==> src/inc/cswm_cfg.svh <==
// Purpose: Constants for the CAN selective wake mode control block.
// Assumes: Mode field is three bits wide, error count six bits wide.
// Notes: Timing counts are not needed; all reactions are one cycle.
//
// Notes on behaviour
// - In sleep the transceiver is only off, wake capable or selective wake.
// - Sleep entry: 000 off, 001-011 become wake capable reading 001, 100 off.
// - Sleep entry with 101-111 reads 101; selective unless error flag set.
// - Wake frame in sleep restarts; valid bit cleared, error flag untouched.
// - After a CAN wake, rearm by writing another mode then the wake mode.
// - Every sleep entry rearms the transceiver automatically.
// - Restart from normal: 000/100 off, 001-011 to 001, 101-111 to 101 error.
// - Counter overflow wake sets error and CAN wake, count shows 100000.
// - Failed check drops selective wake, 101 runs wake capable; pattern wake sets error, wake, pattern.
// - Frame within bus silence leaves pattern flag clear, else sets it.
// - Other wake source: no CAN flags; with 101 the error flag is set.
// - Fail-safe entry forces wake capable mode without selective wake.
// - CAN wake restarts from sleep and interrupts in normal or stop.
// - Every CAN wake sets the CAN wake flag; an overflow wake sets no detail flag.
// - Field codes: 000/100 off, 001 wake, 010 rx, 011 normal, 101-111 selective.
// - Mode writes are ignored outside normal mode.
// - Error flag cannot clear while bit 2 is set and config is not valid.
`ifndef CSWM_CFG_SVH
`define CSWM_CFG_SVH

`define CSWM_FIELD_W 3
`define CSWM_FRAME_ERROR_COUNT_W 6

`define CSWM_MODE_OFF 3'h0
`define CSWM_MODE_WAKE 3'h1
`define CSWM_MODE_RX 3'h2
`define CSWM_MODE_NORMAL 3'h3
`define CSWM_MODE_OFF_SEL 3'h4
`define CSWM_MODE_SEL 3'h5
`define CSWM_MODE_RX_SEL 3'h6
`define CSWM_MODE_NORMAL_SEL 3'h7

`define CSWM_FRAME_ERROR_COUNT_OVF 6'h20
`define CSWM_FRAME_ERROR_COUNT_RST 6'h00
`define CSWM_VALID_RST 1'b0

`endif

==> src/inc/cswm_pkg.sv <==
// Purpose: Types shared by the CAN selective wake mode control block.
// Assumes: Chip mode is decoded by the chip state machine outside.
// Notes: Chip mode codes follow a Gray walk normal, stop, restart, sleep.
package cswm_pkg;

    typedef enum logic [2:0]
    {
        chip_normal = 3'h0,
        chip_stop = 3'h1,
        chip_restart = 3'h3,
        chip_sleep = 3'h2,
        chip_failsafe = 3'h6
    } cswm_chip_t;

    typedef enum logic [2:0]
    {
        xc_off = 3'h0,
        xc_wake = 3'h1,
        xc_rx = 3'h2,
        xc_normal = 3'h3,
        xc_sel = 3'h5,
        xc_rx_sel = 3'h6,
        xc_normal_sel = 3'h7
    } cswm_xcvr_t;

    typedef enum logic [1:0]
    {
        arm_ready = 2'b00,
        arm_woken = 2'b01,
        arm_changed = 2'b11
    } cswm_arm_t;

    typedef struct packed
    {
        logic wake_config_error_flag;
        logic can_wake_flag;
        logic wake_pattern_flag;
        logic wake_frame_flag;
    } cswm_flags_t;

    typedef struct packed
    {
        logic wake_pattern;
        logic wake_frame;
        logic frame_in_silence;
        logic count_overflow;
    } cswm_bus_ev_t;

endpackage

==> src/hdl/cswm_ctrl.sv <==
// Purpose: CAN transceiver mode and wake status control across chip modes.
// Assumes: Host strobes are one-cycle pulses, synchronous to clock.
// Notes: Reactions to chip mode entries occur on the first cycle seen.
`timescale 1ns/1ps
`include "cswm_cfg.svh"
module cswm_ctrl
(
    // Clock and reset
    input wire logic clock,
    input wire logic rst_b,
    // Chip mode from the chip state machine
    input wire cswm_pkg::cswm_chip_t chip_mode,
    // Host control port
    input wire logic mode_wr_en,
    input wire logic [`CSWM_FIELD_W-1:0] mode_wr_data,
    input wire logic cfg_valid_set,
    input wire logic cfg_data_changed,
    input wire cswm_pkg::cswm_flags_t flag_clr,
    // Frame decoder events
    input wire cswm_pkg::cswm_bus_ev_t bus_ev,
    input wire logic [`CSWM_FRAME_ERROR_COUNT_W-1:0] frame_error_count_in,
    // Status to host and chip
    output logic [`CSWM_FIELD_W-1:0] can_mode_field,
    output cswm_pkg::cswm_xcvr_t xcvr_mode,
    output cswm_pkg::cswm_flags_t wake_flags,
    output logic [`CSWM_FRAME_ERROR_COUNT_W-1:0] frame_error_count,
    output logic wake_config_valid_bit,
    output logic restart_req,
    output logic wake_irq,
    output logic xcvr_armed
);
    import cswm_pkg::*;

    ////////////////////////////////////////////////////////////////////////
    // Field remap on sleep entry or restart from normal.

    // Codes 101-111 collapse to 101, 001-011 to 001; 000 and 100 are kept.
    function automatic logic [`CSWM_FIELD_W-1:0] remap
    (
        input logic [`CSWM_FIELD_W-1:0] f
    );
        logic [`CSWM_FIELD_W-1:0] r;
        r = f;
        if (f[1:0] != 2'h0)
            r = f[2] ? `CSWM_MODE_SEL : `CSWM_MODE_WAKE;
        return r;
    endfunction

    ////////////////////////////////////////////////////////////////////////
    // State and combinational decode.

    cswm_chip_t prev_mode;
    cswm_arm_t arm_state;
    cswm_arm_t next_arm_state;
    cswm_xcvr_t map_mode;
    cswm_flags_t next_wake_flags;
    logic [`CSWM_FIELD_W-1:0] next_can_mode_field;
    logic [`CSWM_FRAME_ERROR_COUNT_W-1:0] next_frame_error_count;
    logic frame_error_count_hold;
    logic next_frame_error_count_hold;
    logic next_valid;
    logic next_restart_req;
    logic next_wake_irq;
    logic enter_sleep;
    logic in_sleep;
    logic restart_from_normal;
    logic restart_from_sleep;
    logic awake;
    logic host_wr;
    logic live;
    logic frame_wake;
    logic ovf_wake;
    logic pat_wake;
    logic run_frame;
    logic run_pat;
    logic can_event;
    logic err_set;
    logic err_clr_ok;

    cswm_mode_map u_map
    (
        .chip_mode(chip_mode),
        .field(can_mode_field),
        .config_error(wake_flags.wake_config_error_flag),
        .xcvr(map_mode)
    );

    assign xcvr_armed = (arm_state == arm_ready);

    always_comb
    begin
        enter_sleep = (chip_mode == chip_sleep) && (prev_mode != chip_sleep);
        in_sleep = (chip_mode == chip_sleep) && (prev_mode == chip_sleep);
        restart_from_normal = (chip_mode == chip_restart)
            && (prev_mode == chip_normal);
        restart_from_sleep = (chip_mode == chip_restart)
            && (prev_mode == chip_sleep);
        awake = (chip_mode == chip_normal) || (chip_mode == chip_stop);
        // Mode writes only count in normal mode
        host_wr = mode_wr_en && (chip_mode == chip_normal);
        // A woken transceiver ignores the bus until rearmed
        live = (arm_state == arm_ready) && (map_mode != xc_off);
        // Sleep wakes lead to restart
        frame_wake = in_sleep && live && (map_mode == xc_sel)
            && bus_ev.wake_frame;
        ovf_wake = in_sleep && live && (map_mode == xc_sel)
            && bus_ev.count_overflow;
        pat_wake = in_sleep && live && (map_mode == xc_wake)
            && bus_ev.wake_pattern;
        // Wakes while running raise an interrupt instead
        run_frame = awake && live && can_mode_field[2]
            && !wake_flags.wake_config_error_flag && bus_ev.wake_frame;
        run_pat = awake && live && (map_mode == xc_wake)
            && bus_ev.wake_pattern;
        can_event = frame_wake || ovf_wake || pat_wake || run_frame
            || run_pat;
        err_set = ovf_wake
            || (pat_wake && (can_mode_field == `CSWM_MODE_SEL))
            || (restart_from_normal && can_mode_field[2]
                && (can_mode_field[1:0] != 2'h0))
            // No CAN wake seen while armed: another source woke us.
            || (restart_from_sleep && (arm_state == arm_ready)
                && (can_mode_field == `CSWM_MODE_SEL));
        // Clear is refused while bit 2 is set without valid configuration
        err_clr_ok = !(can_mode_field[2] && !wake_config_valid_bit);
    end

    ////////////////////////////////////////////////////////////////////////
    // Arming state machine.

    always_comb
    begin
        next_arm_state = arm_state;
        unique case (arm_state)
            arm_ready:
            begin
                if (can_event)
                    next_arm_state = arm_woken;
            end
            arm_woken:
            begin
                if (enter_sleep)
                    next_arm_state = arm_ready;
                else if (host_wr && (mode_wr_data != can_mode_field))
                    next_arm_state = arm_changed;
            end
            arm_changed:
            begin
                if (enter_sleep)
                    next_arm_state = arm_ready;
                else if (host_wr && ((mode_wr_data == `CSWM_MODE_WAKE)
                    || (mode_wr_data == `CSWM_MODE_SEL)))
                    next_arm_state = arm_ready;
            end
            default:
            begin
                next_arm_state = arm_ready;
            end
        endcase
    end

    always_ff @(posedge clock or negedge rst_b)
    begin
        if (!rst_b)
            arm_state <= arm_ready;
        else
            arm_state <= next_arm_state;
    end

    ////////////////////////////////////////////////////////////////////////
    // Mode field, flags, count and pulses.

    always_comb
    begin
        next_can_mode_field = can_mode_field;
        if (host_wr)
            next_can_mode_field = mode_wr_data;
        else if (enter_sleep)
            next_can_mode_field = remap(can_mode_field);
        else if (restart_from_normal)
            next_can_mode_field = remap(can_mode_field);

        // Set always wins over a host clear
        next_wake_flags.wake_config_error_flag = err_set
            || (wake_flags.wake_config_error_flag
                && !(flag_clr.wake_config_error_flag && err_clr_ok));
        next_wake_flags.can_wake_flag = can_event
            || (wake_flags.can_wake_flag && !flag_clr.can_wake_flag);
        // A frame inside bus silence leaves the pattern flag
        next_wake_flags.wake_pattern_flag = pat_wake || run_pat
            || ((frame_wake || run_frame) && !bus_ev.frame_in_silence)
            || (wake_flags.wake_pattern_flag && !flag_clr.wake_pattern_flag);
        next_wake_flags.wake_frame_flag = frame_wake || run_frame
            || (wake_flags.wake_frame_flag && !flag_clr.wake_frame_flag);

        // Hardware clear on a frame wake outranks the host set
        next_valid = wake_config_valid_bit;
        if (frame_wake || (cfg_data_changed && (chip_mode == chip_normal)))
            next_valid = 1'b0;
        else if (cfg_valid_set)
            next_valid = 1'b1;

        // Overflow value is held so the host can read it after restart.
        next_frame_error_count_hold = frame_error_count_hold && !flag_clr.can_wake_flag;
        next_frame_error_count = frame_error_count;
        if (ovf_wake)
        begin
            next_frame_error_count_hold = 1'b1;
            next_frame_error_count = `CSWM_FRAME_ERROR_COUNT_OVF;
        end
        else if (!frame_error_count_hold)
            next_frame_error_count = frame_error_count_in;

        next_restart_req = frame_wake || ovf_wake || pat_wake;
        next_wake_irq = run_frame || run_pat;
    end

    always_ff @(posedge clock or negedge rst_b)
    begin
        if (!rst_b)
        begin
            prev_mode <= chip_normal;
            can_mode_field <= `CSWM_MODE_OFF;
            xcvr_mode <= xc_off;
            wake_flags <= '0;
            frame_error_count <= `CSWM_FRAME_ERROR_COUNT_RST;
            frame_error_count_hold <= 1'b0;
            wake_config_valid_bit <= `CSWM_VALID_RST;
            restart_req <= 1'b0;
            wake_irq <= 1'b0;
        end
        else
        begin
            prev_mode <= chip_mode;
            can_mode_field <= next_can_mode_field;
            xcvr_mode <= map_mode;
            wake_flags <= next_wake_flags;
            frame_error_count <= next_frame_error_count;
            frame_error_count_hold <= next_frame_error_count_hold;
            wake_config_valid_bit <= next_valid;
            restart_req <= next_restart_req;
            wake_irq <= next_wake_irq;
        end
    end
endmodule

==> src/hdl/cswm_mode_map.sv <==
// Purpose: Effective transceiver mode from chip mode, field and error flag.
// Assumes: Field holds the remapped value after sleep entry or restart from normal.
// Notes: Purely combinational.
`timescale 1ns/1ps
`include "cswm_cfg.svh"
module cswm_mode_map
(
    // Inputs
    input wire cswm_pkg::cswm_chip_t chip_mode,
    input wire logic [`CSWM_FIELD_W-1:0] field,
    input wire logic config_error,
    // Result
    output cswm_pkg::cswm_xcvr_t xcvr
);
    import cswm_pkg::*;

    always_comb
    begin
        xcvr = xc_off;
        unique case (chip_mode)
            chip_sleep:
            begin
                // Only three modes exist in sleep
                if (field[1:0] == 2'h0)
                    xcvr = xc_off;
                else if (field[2] && !config_error)
                    xcvr = xc_sel;
                else
                    xcvr = xc_wake;
            end
            chip_restart:
            begin
                if (field[1:0] == 2'h0)
                    xcvr = xc_off;
                else
                    xcvr = xc_wake;
            end
            chip_failsafe:
            begin
                xcvr = xc_wake;
            end
            default:
            begin
                // Normal and stop decode the programmed code
                unique case (field)
                    `CSWM_MODE_WAKE: xcvr = xc_wake;
                    `CSWM_MODE_RX: xcvr = xc_rx;
                    `CSWM_MODE_NORMAL:
                        xcvr = (chip_mode == chip_stop) ? xc_wake : xc_normal;
                    `CSWM_MODE_SEL:
                        xcvr = config_error ? xc_wake : xc_sel;
                    `CSWM_MODE_RX_SEL:
                        xcvr = config_error ? xc_rx : xc_rx_sel;
                    `CSWM_MODE_NORMAL_SEL:
                        xcvr = config_error ? xc_normal : xc_normal_sel;
                    default: xcvr = xc_off;
                endcase
            end
        endcase
    end
endmodule

==> config.mk <==
export PLATFORM = sky130hd
export DESIGN_NAME = cswm_ctrl
export DESIGN_NICKNAME = d
export VERILOG_FILES = /design/src/inc/cswm_pkg.sv /design/src/hdl/cswm_ctrl.sv /design/src/hdl/cswm_mode_map.sv
export VERILOG_INCLUDE_DIRS = /design/src /design/src/inc
export SDC_FILE = /design/constraint.sdc
export NUM_CORES = 1
export LEC_CHECK = 0
export ABC_AREA = 0
export BUFFER_PORTS_ARGS = -buffer_cell sky130_fd_sc_hd__buf_2
export CAP_MARGIN = 20
export CORE_MARGIN = 2
export CORE_UTILIZATION = 48
export DETAILED_ROUTE_END_ITERATION = 6
export HOLD_SLACK_MARGIN = 0.03
export PLACE_DENSITY = 0.78
export RECOVER_POWER = 50
export SLEW_MARGIN = 20
export SYNTH_ARGS = -nofsm -noshare
export SYNTH_HDL_FRONTEND = slang
export SYNTH_HIERARCHICAL = 1
export SYNTH_SLANG_ARGS = --single-unit
==> constraint.sdc <==
create_clock -name clock -period 2.6 [get_ports clock]
set_clock_uncertainty 0.05 [all_clocks]
set_input_delay 0.13 -clock clock [delete_from_list [all_inputs] [get_ports clock]]
set_output_delay 0.13 -clock clock [all_outputs]
set_load 0.005 [all_outputs]
==> impl_metrics.tcl, run 1 <==
set metrics [dict create \
    outcome "complete, no violations" \
    maxSlewViolCount 0 \
    clk-insertion-delay-late_ns 0.30 \
    post_cts_buffers 0 \
    regArea_sq_um 626 \
    final-hold-violation-count 0 \
    syn_area_per_cell_sq_um 10.7 \
    postSynthCellCount 116 \
    relSlewSlack 0.143 \
    design_area_sq_mm 0.00168 \
    final_cell_mix "buf_2 (37), dfrtp_1 (25), dlygate4sd3_1 (15), nor2_1 (12), clkbuf_1 (8)" \
    synth-edff-count 0 \
    finalCriticalPeriod_ns 2.27 \
    gr-total-overflow 0 \
    drive_gt1_frac 0.279 \
    synth_warnings 6 \
    final.period_utilization 0.875 \
    cp_cell_sequence "dlygate4sd3_1, buf_2, xor2_1, a2111oi_4, nand3b_1, nor4_4, a211oi_2, o21ai_2" \
    grt_max_degree 26 \
    portBuffers 44 \
    syn-cell-area_sq_mm 0.00124 \
    fin_util 0.685 \
    vias 1154 \
    diodes 0 \
    wl_per_cell_microns 14.8 \
    ant_nets 0 \
    clk_root_buffer_cell "clkbuf_4" \
    worst_ep_arrival_time_ns 2.47 \
    synth_largest_area_cell "dfrtp_1" \
    area_growth_pct 35.7 \
    wl_microns 3100 \
    fin_setup_tns_ns 0 \
    nFillCells 190 \
    groute.usage.overall 0.231 \
    grt_pass1_vias 1105 \
    gp_congestion 0.848 \
    drtIter0Drc 28 \
    synthAdderAreaFrac 0 \
    hp-class "input port to flop" \
    start_util 0.505 \
    worstMarginPinSlew_ns 1.29 \
    multi_input_area_sq_um 596 \
    critPathKind "input port to flop" \
    p_per_area_mw_per_mm2 540 \
    cpLargestDelayFamily "compound AO/OA/AOI/OAI gates" \
    cpMaxStageDelayCell "a2111oi_4" \
    dpl.hpwl_microns 2220 \
    clockBufferDepth 2 \
    die_x_microns 54.8 \
    synth.distinct_cells 41 \
    numCtsBuffers 3 \
    clock_sinks 25 \
    cp_max_fo 10 \
    grt_pass1_wl_microns 4850 \
    synth_top_area_frac 0.505 \
    worst_ep_required_time_ns 2.80 \
    num_rows 18 \
    antenna_found_initial 0 \
    synth.top_cells.by_area "dfrtp_1 (51%), mux2i_1 (4.0%), nor2_1 (3.6%)" \
    synthXorXnorAreaFrac 0.0283 \
    synth_seq_cells 25 \
    vdd_drop_max_mv 0.344 \
    critPathLaunchType "input port" \
    layout.nets 205 \
    viasPerCell 5.52 \
    rsz0062_at_grt "no" \
    final_common_cell "buf_2" \
    route.detailed.drc 0 \
    synth-simple-area-share 0.226 \
    cts.clk_slew.worst_paths_ns 0.13 \
    synth_compound_area_frac 0.176 \
    dieArea_sq_mm 0.00300 \
    die_height_microns 54.8 \
    synth_top_family_by_area "simple AND/OR/NAND/NOR gates" \
    max_freq_ghz 0.440 \
    p_leak_nw 0.756 \
    cts_tree "yes" \
    ys_seq_area_frac 0.505 \
    placed_area_sq_mm 0.00150 \
    syn-num-nets 141 \
    cap_violations 0 \
    slowest_delay_ns 0.58 \
    path_buf_inv 2 \
    boundaryPins 45 \
    synthArstFlopShare 1.00 \
    first_pass_iters 4 \
    setup_viol 0 \
    core_sq_mm 0.00245 \
    cts_htree_levels 1 \
    worstSetupEndpointType "flop" \
    synth_ff_type "dfrtp_1" \
    synthMuxAreaShare 0.0404 \
]
[logic make-up (layout without fill, tap and decap cells)]
| kind of cell | after synthesis | after routing |
|---|---|---|
| multiplexers | 5 | 5 |
| flip-flops | 25 | 25 |
| buffers and inverters | 8 | 71 |
| AND/OR/NAND/NOR | 46 | 46 |
| AO/OA/AOI/OAI | 28 | 28 |
| XOR/XNOR | 4 | 4 |
[area by class of cell]
class                   count  area share
repair buffers             60       0.220
multi-input cells          83       0.354
clock buffers               4      0.0156
inverters                   7      0.0156
well taps                  30      0.0223
flip-flops and latches     25       0.372
[synth_stat cells (all sizes together) (2+ instances only)]
cell type / instances
inv: 7
o211ai: 2
nor3: 6
o31ai: 2
o31a: 2
xor2: 4
nand4b: 2
nor2: 12
dfrtp: 25
and3: 2
mux2i: 5
nand3b: 2
nand2b: 4
nor3b: 2
o21ai: 7
nand2: 7
a211oi: 3
[power by group]
group	switching, mW	internal, mW
registers	0.0451	0.431
logic	0.140	0.125
clock network	0.107	0.0597
total	0.292	0.616
[through the flow]
step                worst slack, ns  hold slack (ns)  std cells  power [mW]
floorplan                     0.670           -0.216        116       0.610
finish                        0.326           0.0246        209       0.908
detailed placement            0.366           0.0895        190       0.724
CTS                           0.163           0.0314        208       0.901
global placement              0.460           0.0849        190       0.709
global route                  0.136           0.0536        209       0.963
[final timing paths]
path	cells after the start	slack, ns	to	from
worst max-delay path	8	0.33	wake_flags[3]$_DFF_PN0_	chip_mode[2]
worst max register to register	7	0.48	arm_state[0]$_DFFE_PN0P_	can_mode_field[2]$_DFFE_PN0P_
worst min register to register	1	0.47	frame_error_count[5]$_DFFE_PN0P_	frame_error_count[5]$_DFFE_PN0P_
max in group asynchronous	2	1.18	frame_error_count[2]$_DFFE_PN0P_	rst_b
worst min-delay path	3	0.02	frame_error_count[0]$_DFFE_PN0P_	frame_error_count_in[0]
min in group asynchronous	2	0.56	frame_error_count[0]$_DFFE_PN0P_	rst_b
[routing by layer]
metal / up-vias / share of wire / global-route usage / wire length, microns
li1: 554 / - / - / -
met1: 538 / 0.45 / 0.291 / 1390
met2: 54 / 0.47 / 0.393 / 1470
met3: 8 / 0.062 / 0.0410 / 192
met4: 0 / 0.014 / 0.0833 / 42
met5: - / 0 / 0 / 0
[flip-flops by register name, summed over array words and instances, names as in the netlist, 2 cells and up]
signal and cells:
frame_error_count 6, wake_flags 4, can_mode_field 3, prev_mode 3, xcvr_mode 3, arm_state 2
[worst register-to-register path, cell delays in order (launching register included)]
cell      delay [ns]
dfrtp_1         0.50
and4bb_2        0.33
a211oi_1        0.05
buf_4           0.19
nor4bb_1        0.46
nand2b_1        0.19
a22oi_1         0.09
o22ai_1         0.20
[repair_timing]
action                                 CTS  global route
endpoints found under the hold margin   37             1
setup endpoints to repair                0            11
hold buffers                            14             1
resized for setup                        0             1
No activity file was read; power rests on OpenSTA's default activity.
==> inputs of run 2 (changes only) <==
--- a/config.mk
+++ b/config.mk
@@ -6,11 +6,11 @@
 export SDC_FILE = /design/constraint.sdc
 export NUM_CORES = 1
 export LEC_CHECK = 0
-export ABC_AREA = 0
+export ABC_AREA = 1
 export BUFFER_PORTS_ARGS = -buffer_cell sky130_fd_sc_hd__buf_2
 export CAP_MARGIN = 20
 export CORE_MARGIN = 2
-export CORE_UTILIZATION = 48
+export CORE_UTILIZATION = 49
 export DETAILED_ROUTE_END_ITERATION = 6
 export HOLD_SLACK_MARGIN = 0.03
 export PLACE_DENSITY = 0.78
==> run 2 against run 1 <==
  * The flow now finishes with violations (design-rule violations)
  * Register-to-register slack gained 0.07 ns
  * Final area grew 0.97%
  * First-iteration DRC count grew 7.1%
  * Non-clock buffer count shrank 4
  * Routed wire length grew 2.7%
  * Utilization shrank 0.58 points
  * Global-route usage shrank 1.0 points
  * Sequential share of layout area shrank 0.36 points
  * Die area grew 2.5%
  * Hold slack gained 0.040 ns
  * Sequential cell count is the same
  * Setup slack gained 0.17 ns
==> impl_metrics.tcl, run 2 <==
set metrics [dict create \
    die_x_microns 55.5 \
    clk_root_buffer_cell "clkbuf_4" \
    start_util 0.520 \
    first_pass_iters 7 \
    placed_area_sq_mm 0.00156 \
    syn_area_per_cell_sq_um 7.92 \
    fin_util 0.679 \
    post_cts_buffers 0 \
    cp_cell_sequence "dlygate4sd3_1, clkbuf_1, nand3b_1, nand2_1, nor2_1, inv_1, nand2_1, nand2_1, nor2_4, nand3_4, nand2_2, inv_2, a21boi_1, inv_1" \
    vias 1326 \
    cp_max_fo 9 \
    clock_sinks 25 \
    finalNonFillerCells 254 \
    worstMarginPinSlew_ns 1.36 \
    dpl.hpwl_microns 2320 \
    p_sw_uw 330 \
    setup_viol 0 \
    postSynthCellCount 164 \
    netlist_top_cells_count "nand2_1 (36), inv_1 (29), dfrtp_1 (25)" \
    design_area_sq_mm 0.00170 \
    cts.clk_slew.worst_paths_ns 0.13 \
    finalCriticalPeriod_ns 2.11 \
    final_cell_mix "buf_2 (39), nand2_1 (36), inv_1 (29), dfrtp_1 (25), nand3_1 (18)" \
    pwr-share-comb 0.307 \
    largest_reg_flops 6 \
    relSlewSlack 0.0927 \
    reg_top3 "frame_error_count: 6 flops, wake_flags: 4 flops" \
    boundaryPins 45 \
    cts_htree_levels 1 \
    p_seq_frac 0.512 \
    vdd_drop_max_mv 0.487 \
    maxSlewViolCount 0 \
    rsz0062_at_grt "no" \
    synth_warnings 6 \
    final.period_utilization 0.810 \
    internal_power_uw 620 \
    syn-num-nets 189 \
    worstSetupEndpointType "flop" \
    num_rows 18 \
    cts_resized 0 \
    portBuffers 44 \
    nFillCells 197 \
    place_inst 238 \
    diodes 0 \
    synth.most_common_cell "nand2_1" \
    drive_gt1_frac 0.228 \
    ff2ff_path_depth 13 \
    wl_per_cell_microns 12.5 \
    core_sq_mm 0.00250 \
    area_growth_pct 30.6 \
    cpLargestDelayFamily "buffers and inverters" \
    final-hold-violation-count 0 \
    p_leak_nw 0.910 \
    clk-insertion-delay-late_ns 0.32 \
    grt_pass1_wl_microns 5400 \
    crit_end "frame_error_count[3]$_DFFE_PN0P_" \
    synth_seq_cells 25 \
    failed_checks "design-rule violations" \
    layout.nets 250 \
    gp_congestion 0.858 \
    top_register "frame_error_count" \
    gr-total-overflow 0 \
    synth-edff-count 0 \
    drtIter0Drc 30 \
    swShare 0.347 \
    ant_nets 0 \
    clockBufferDepth 2 \
    critPathLaunchType "input port" \
    max_freq_ghz 0.475 \
    p_per_area_mw_per_mm2 560 \
    ys_seq_area_frac 0.482 \
    worst_ep_required_time_ns 2.77 \
    critPathLaunch "chip_mode[0]" \
    viasPerCell 5.22 \
    fin_total_pwr_uw 950 \
    synth_top_area_frac 0.482 \
    holdBufCountCts 12 \
    critPathKind "input port to flop" \
    synthArstFlopShare 1.00 \
    synth_ff_type "dfrtp_1" \
    clkPwrFrac 0.182 \
    numCtsBuffers 3 \
    fin_setup_tns_ns 0 \
    cap_violations 0 \
    antenna_found_initial 0 \
    crit_top_cell "nand2_1" \
    groute.usage.overall 0.221 \
    reg2reg_to "frame_error_count[3]$_DFFE_PN0P_" \
    cts_tree "yes" \
    die_height_microns 55.5 \
    wl_microns 3180 \
    grt_pass1_vias 1278 \
    cpMaxStageDelayCell "dlygate4sd3_1" \
    syn-cell-area_sq_mm 0.00130 \
    hp-class "input port to flop" \
    route.detailed.drc 3 \
    final_common_cell "buf_2" \
    synth.top_cells.by_area "dfrtp_1 (48%), nand2_1 (10%), inv_1 (8.4%)" \
    cp_num_cells 14 \
    dieArea_sq_mm 0.00308 \
    synth.distinct_cells 22 \
    path_buf_inv 5 \
    r2r_slack_ns 0.55 \
    grt_max_degree 26 \
    worst_ep_arrival_time_ns 2.28 \
    synth_largest_area_cell "dfrtp_1" \
    slowest_delay_ns 0.55 \
    timing.rr.start "can_mode_field[2]$_DFFE_PN0P_" \
    outcome "complete, but fails checks" \
]
-- run 2: how the worst min path moves through the flow --
stage | start | endpoint | slack (ns) | cells past startpoint
after floorplan | rst_b | arm_state[0]$_DFFE_PN0P_ | -0.22 | 0
after global placement | rst_b | xcvr_mode[0]$_DFF_PN0_ | 0.1 | 1
after detailed placement | rst_b | frame_error_count[2]$_DFFE_PN0P_ | 0.1 | 1
after CTS | flag_clr[3] | wake_flags[3]$_DFF_PN0_ | 0.05 | 4
after global routing | flag_clr[3] | wake_flags[3]$_DFF_PN0_ | 0.06 | 4
final | flag_clr[3] | wake_flags[3]$_DFF_PN0_ | 0.06 | 4
-- run 2: layout make-up --
type                       instances  area [sq um]  area share
clock buffer                       4          26.3      0.0155
multi-input combinational        109           561       0.330
inverter                          30           113      0.0664
sequential                        25           626       0.369
tap                               30          37.5      0.0221
timing repair buffer              56           334       0.197
-- run 2: power groups by stage --
stage / combinational [mW] / clock [mW] / sequential [mW]
2_1_floorplan: 0.169 / 0 / 0.489
3_3_place_gp: 0.268 / 0 / 0.489
3_5_place_dp: 0.274 / 0 / 0.493
4_1_cts: 0.289 / 0.173 / 0.485
5_1_grt: 0.337 / 0.192 / 0.492
6_report: 0.291 / 0.172 / 0.486
-- run 2: worst min-delay path, delay by kind of cell --
kind / cells / cell delay (ns)
simple gates: 2 / 0.12
compound gates: 1 / 0.07
buf+inv: 1 / 0.07
-- run 2: stage by stage --
| step | hold WS [ns] | worst slack [ns] |
|---|---|---|
| floorplan | -0.216 | 0.948 |
| global placement | 0.0968 | 0.798 |
| detailed placement | 0.0982 | 0.710 |
| CTS | 0.0542 | 0.684 |
| global route | 0.0635 | 0.278 |
| finish | 0.0644 | 0.495 |
-- run 2: layer usage --
layer | part of all wire | track usage | vias up
met5 | 0 | 0 | -
met4 | 0.030 | 0.0976 | 0
met3 | 0.056 | 0.0398 | 12
met2 | 0.50 | 0.398 | 64
met1 | 0.42 | 0.253 | 605
li1 | - | - | 645
-- run 2: cells by family (layout without fill, tap and decap cells) --
logic type / count (synthesis) / in the layout / synth area share
and+or+nand+nor: 83 / 83 / 0.303
buffers and inverters: 30 / 90 / 0.0867
DFF: 25 / 25 / 0.482
AOI/OAI and AO/OA: 23 / 23 / 0.109
xor gates and xnor gates: 3 / 3 / 0.0202
==> inputs of run 3 (changes only) <==
==> constraint.sdc (replaced) <==
create_clock -name clock -period 2.17 [get_ports clock]
set_clock_uncertainty 0.05 [all_clocks]
set_input_delay 0.1085 -clock clock [delete_from_list [all_inputs] [get_ports clock]]
set_output_delay 0.1085 -clock clock [all_outputs]
set_load 0.005 [all_outputs]
==> run 3 against run 2 <==
  * The flow now finishes without violations
  * Register-to-register slack worse by 0.30 ns
  * Combinational power is 24% higher
  * Count of clock-buffer cells in the layout stayed put
  * Routed wire length is 0.31% lower
  * Die area stayed put
  * Hold slack worse by 0.025 ns
  * Critical endpoint unchanged
==> impl_metrics.tcl, run 3 (synthesized netlist as in run 2, its figures left out) <==
set metrics [dict create \
    numCtsBuffers 3 \
    worstSetupEndpointType "flop" \
    clk_root_buffer_cell "clkbuf_4" \
    reg_top3 "frame_error_count: 6 flops, wake_flags: 4 flops" \
    cts_tree "yes" \
    route.detailed.drc 0 \
    gp_congestion 0.858 \
    multi_input_area_sq_um 561 \
    grt_max_degree 26 \
    met3_length_microns 174 \
    worst_ep_arrival_time_ns 2.17 \
    ant_nets 0 \
    critPathKind "input port to flop" \
    gr-total-overflow 0 \
    drtIter0Drc 29 \
    largest_reg_flops 6 \
    clk-insertion-delay-late_ns 0.32 \
    dieArea_sq_mm 0.00308 \
    cpMaxStageDelayCell "dlygate4sd3_1" \
    relSlewSlack 0.114 \
    crit_top_cell "nand2_1" \
    vias 1309 \
    clockBufferDepth 2 \
    dr.max_layer_used "met4" \
    final-hold-violation-count 0 \
    setup_viol 0 \
    dpl.hpwl_microns 2320 \
    maxSlewViolCount 0 \
    core_sq_mm 0.00250 \
    p_leak_nw 0.923 \
    first_pass_iters 4 \
    layout.nets 251 \
    viasPerCell 5.13 \
    design_area_sq_mm 0.00171 \
    final_cell_mix "buf_2 (42), nand2_1 (36), inv_1 (29), dfrtp_1 (24), nand3_1 (18)" \
    diodes 0 \
    worst_ep_required_time_ns 2.35 \
    path_buf_inv 5 \
    clock_sinks 25 \
    drt-met1-wl_microns 1330 \
    portBuffers 44 \
    groute.usage.overall 0.221 \
    rsz0062_at_grt "no" \
    cts.clk_slew.worst_paths_ns 0.13 \
    outcome "complete, no violations" \
    regArea_sq_um 627 \
    placed_area_sq_mm 0.00156 \
    area_growth_pct 31.6 \
    p_per_area_mw_per_mm2 672 \
    fin_ws_ns 0.180 \
    wl_per_cell_microns 12.4 \
    cpLargestDelayFamily "buffers and inverters" \
    die_height_microns 55.5 \
    drive_gt1_frac 0.249 \
    cts_htree_levels 1 \
    grt_pass1_vias 1278 \
    boundaryPins 45 \
    slowest_delay_ns 0.55 \
    final_common_cell "buf_2" \
    fin_setup_tns_ns 0 \
    cap_violations 0 \
    num_rows 18 \
    critPathLaunchType "input port" \
    start_util 0.520 \
    nFillCells 197 \
    cp_max_fo 9 \
    die_x_microns 55.5 \
    cp_cell_sequence "dlygate4sd3_1, buf_2, nand3b_1, nand2_1, nor2_1, inv_1, nand2_1, nand2_1, nor2_4, nand3_4, nand2_2, inv_2, a21boi_1, inv_1" \
    final.period_utilization 0.917 \
    worstMarginPinSlew_ns 1.33 \
    finalCriticalPeriod_ns 1.99 \
    wl_microns 3170 \
    antenna_found_initial 0 \
    wl_met2_microns 1590 \
    top_register "frame_error_count" \
    hp-class "input port to flop" \
    grt_pass1_wl_microns 5400 \
    post-place-ws_ns 0.280 \
    max_freq_ghz 0.503 \
    vdd_drop_max_mv 0.584 \
]
run 3: area by class of cell:
class / count / share of cell area
well taps: 30 / 0.0220
flip-flops and latches: 25 / 0.367
clock buffers: 4 / 0.0154
multi-input cells: 109 / 0.328
repair buffers: 57 / 0.202
inverters: 30 / 0.0659
run 3: worst reg2reg max path: stages (launching register included):
cell,delay (ns)
dfrtp_1,0.44
nor2_1,0.12
o21ai_0,0.10
nor2_1,0.19
inv_1,0.12
nand2_1,0.09
nand2_1,0.09
nor2_4,0.16
nand3_4,0.14
nand2_2,0.09
inv_2,0.05
a21boi_1,0.15
inv_1,0.05
run 3: per-layer routing:
| layer | vias to the layer above | track usage |
|---|---|---|
| met2 | 52 | 0.398 |
| met1 | 600 | 0.253 |
| li1 | 648 | - |
| met5 | - | 0 |
| met3 | 9 | 0.0398 |
| met4 | 0 | 0.0976 |
run 3: power by group:
part / internal, mW / switching [mW] / total [mW]
combinational: 0.155 / 0.206 / 0.360
sequential: 0.522 / 0.0561 / 0.578
clock: 0.0720 / 0.137 / 0.209
run 3: stage by stage:
step | total power [mW] | cells | util | hold WS (ns)
after detailed placement | 0.918 | 238 | 0.623 | 0.0767
after CTS | 1.14 | 254 | 0.681 | 0.0327
final | 1.15 | 255 | 0.684 | 0.0393
after floorplan | 0.788 | 164 | - | -0.237
after global routing | 1.23 | 255 | 0.684 | 0.0418
after global placement | 0.907 | 238 | 0.623 | 0.0753
run 3: path summary, 6_finish.rpt:
check,start,to,slack (ns),depth (start not counted)
min reg2reg,frame_error_count[2]$_DFFE_PN0P_,frame_error_count[2]$_DFFE_PN0P_,0.45,2
min in group asynchronous,rst_b,frame_error_count[2]$_DFFE_PN0P_,0.55,2
max,chip_mode[0],frame_error_count[3]$_DFFE_PN0P_,0.18,14
max in group asynchronous,rst_b,can_mode_field[2]$_DFFE_PN0P_,0.66,2
min,flag_clr[3],wake_flags[3]$_DFF_PN0_,0.04,4
max reg2reg,wake_flags[3]$_DFF_PN0_,frame_error_count[3]$_DFFE_PN0P_,0.25,12
run 3: repair_timing:
item	CTS	global route
resized for setup	0	1
hold buffers	12	0
hold endpoints to repair	37	0
endpoints found under the setup margin	0	5
buffers inserted	0	1
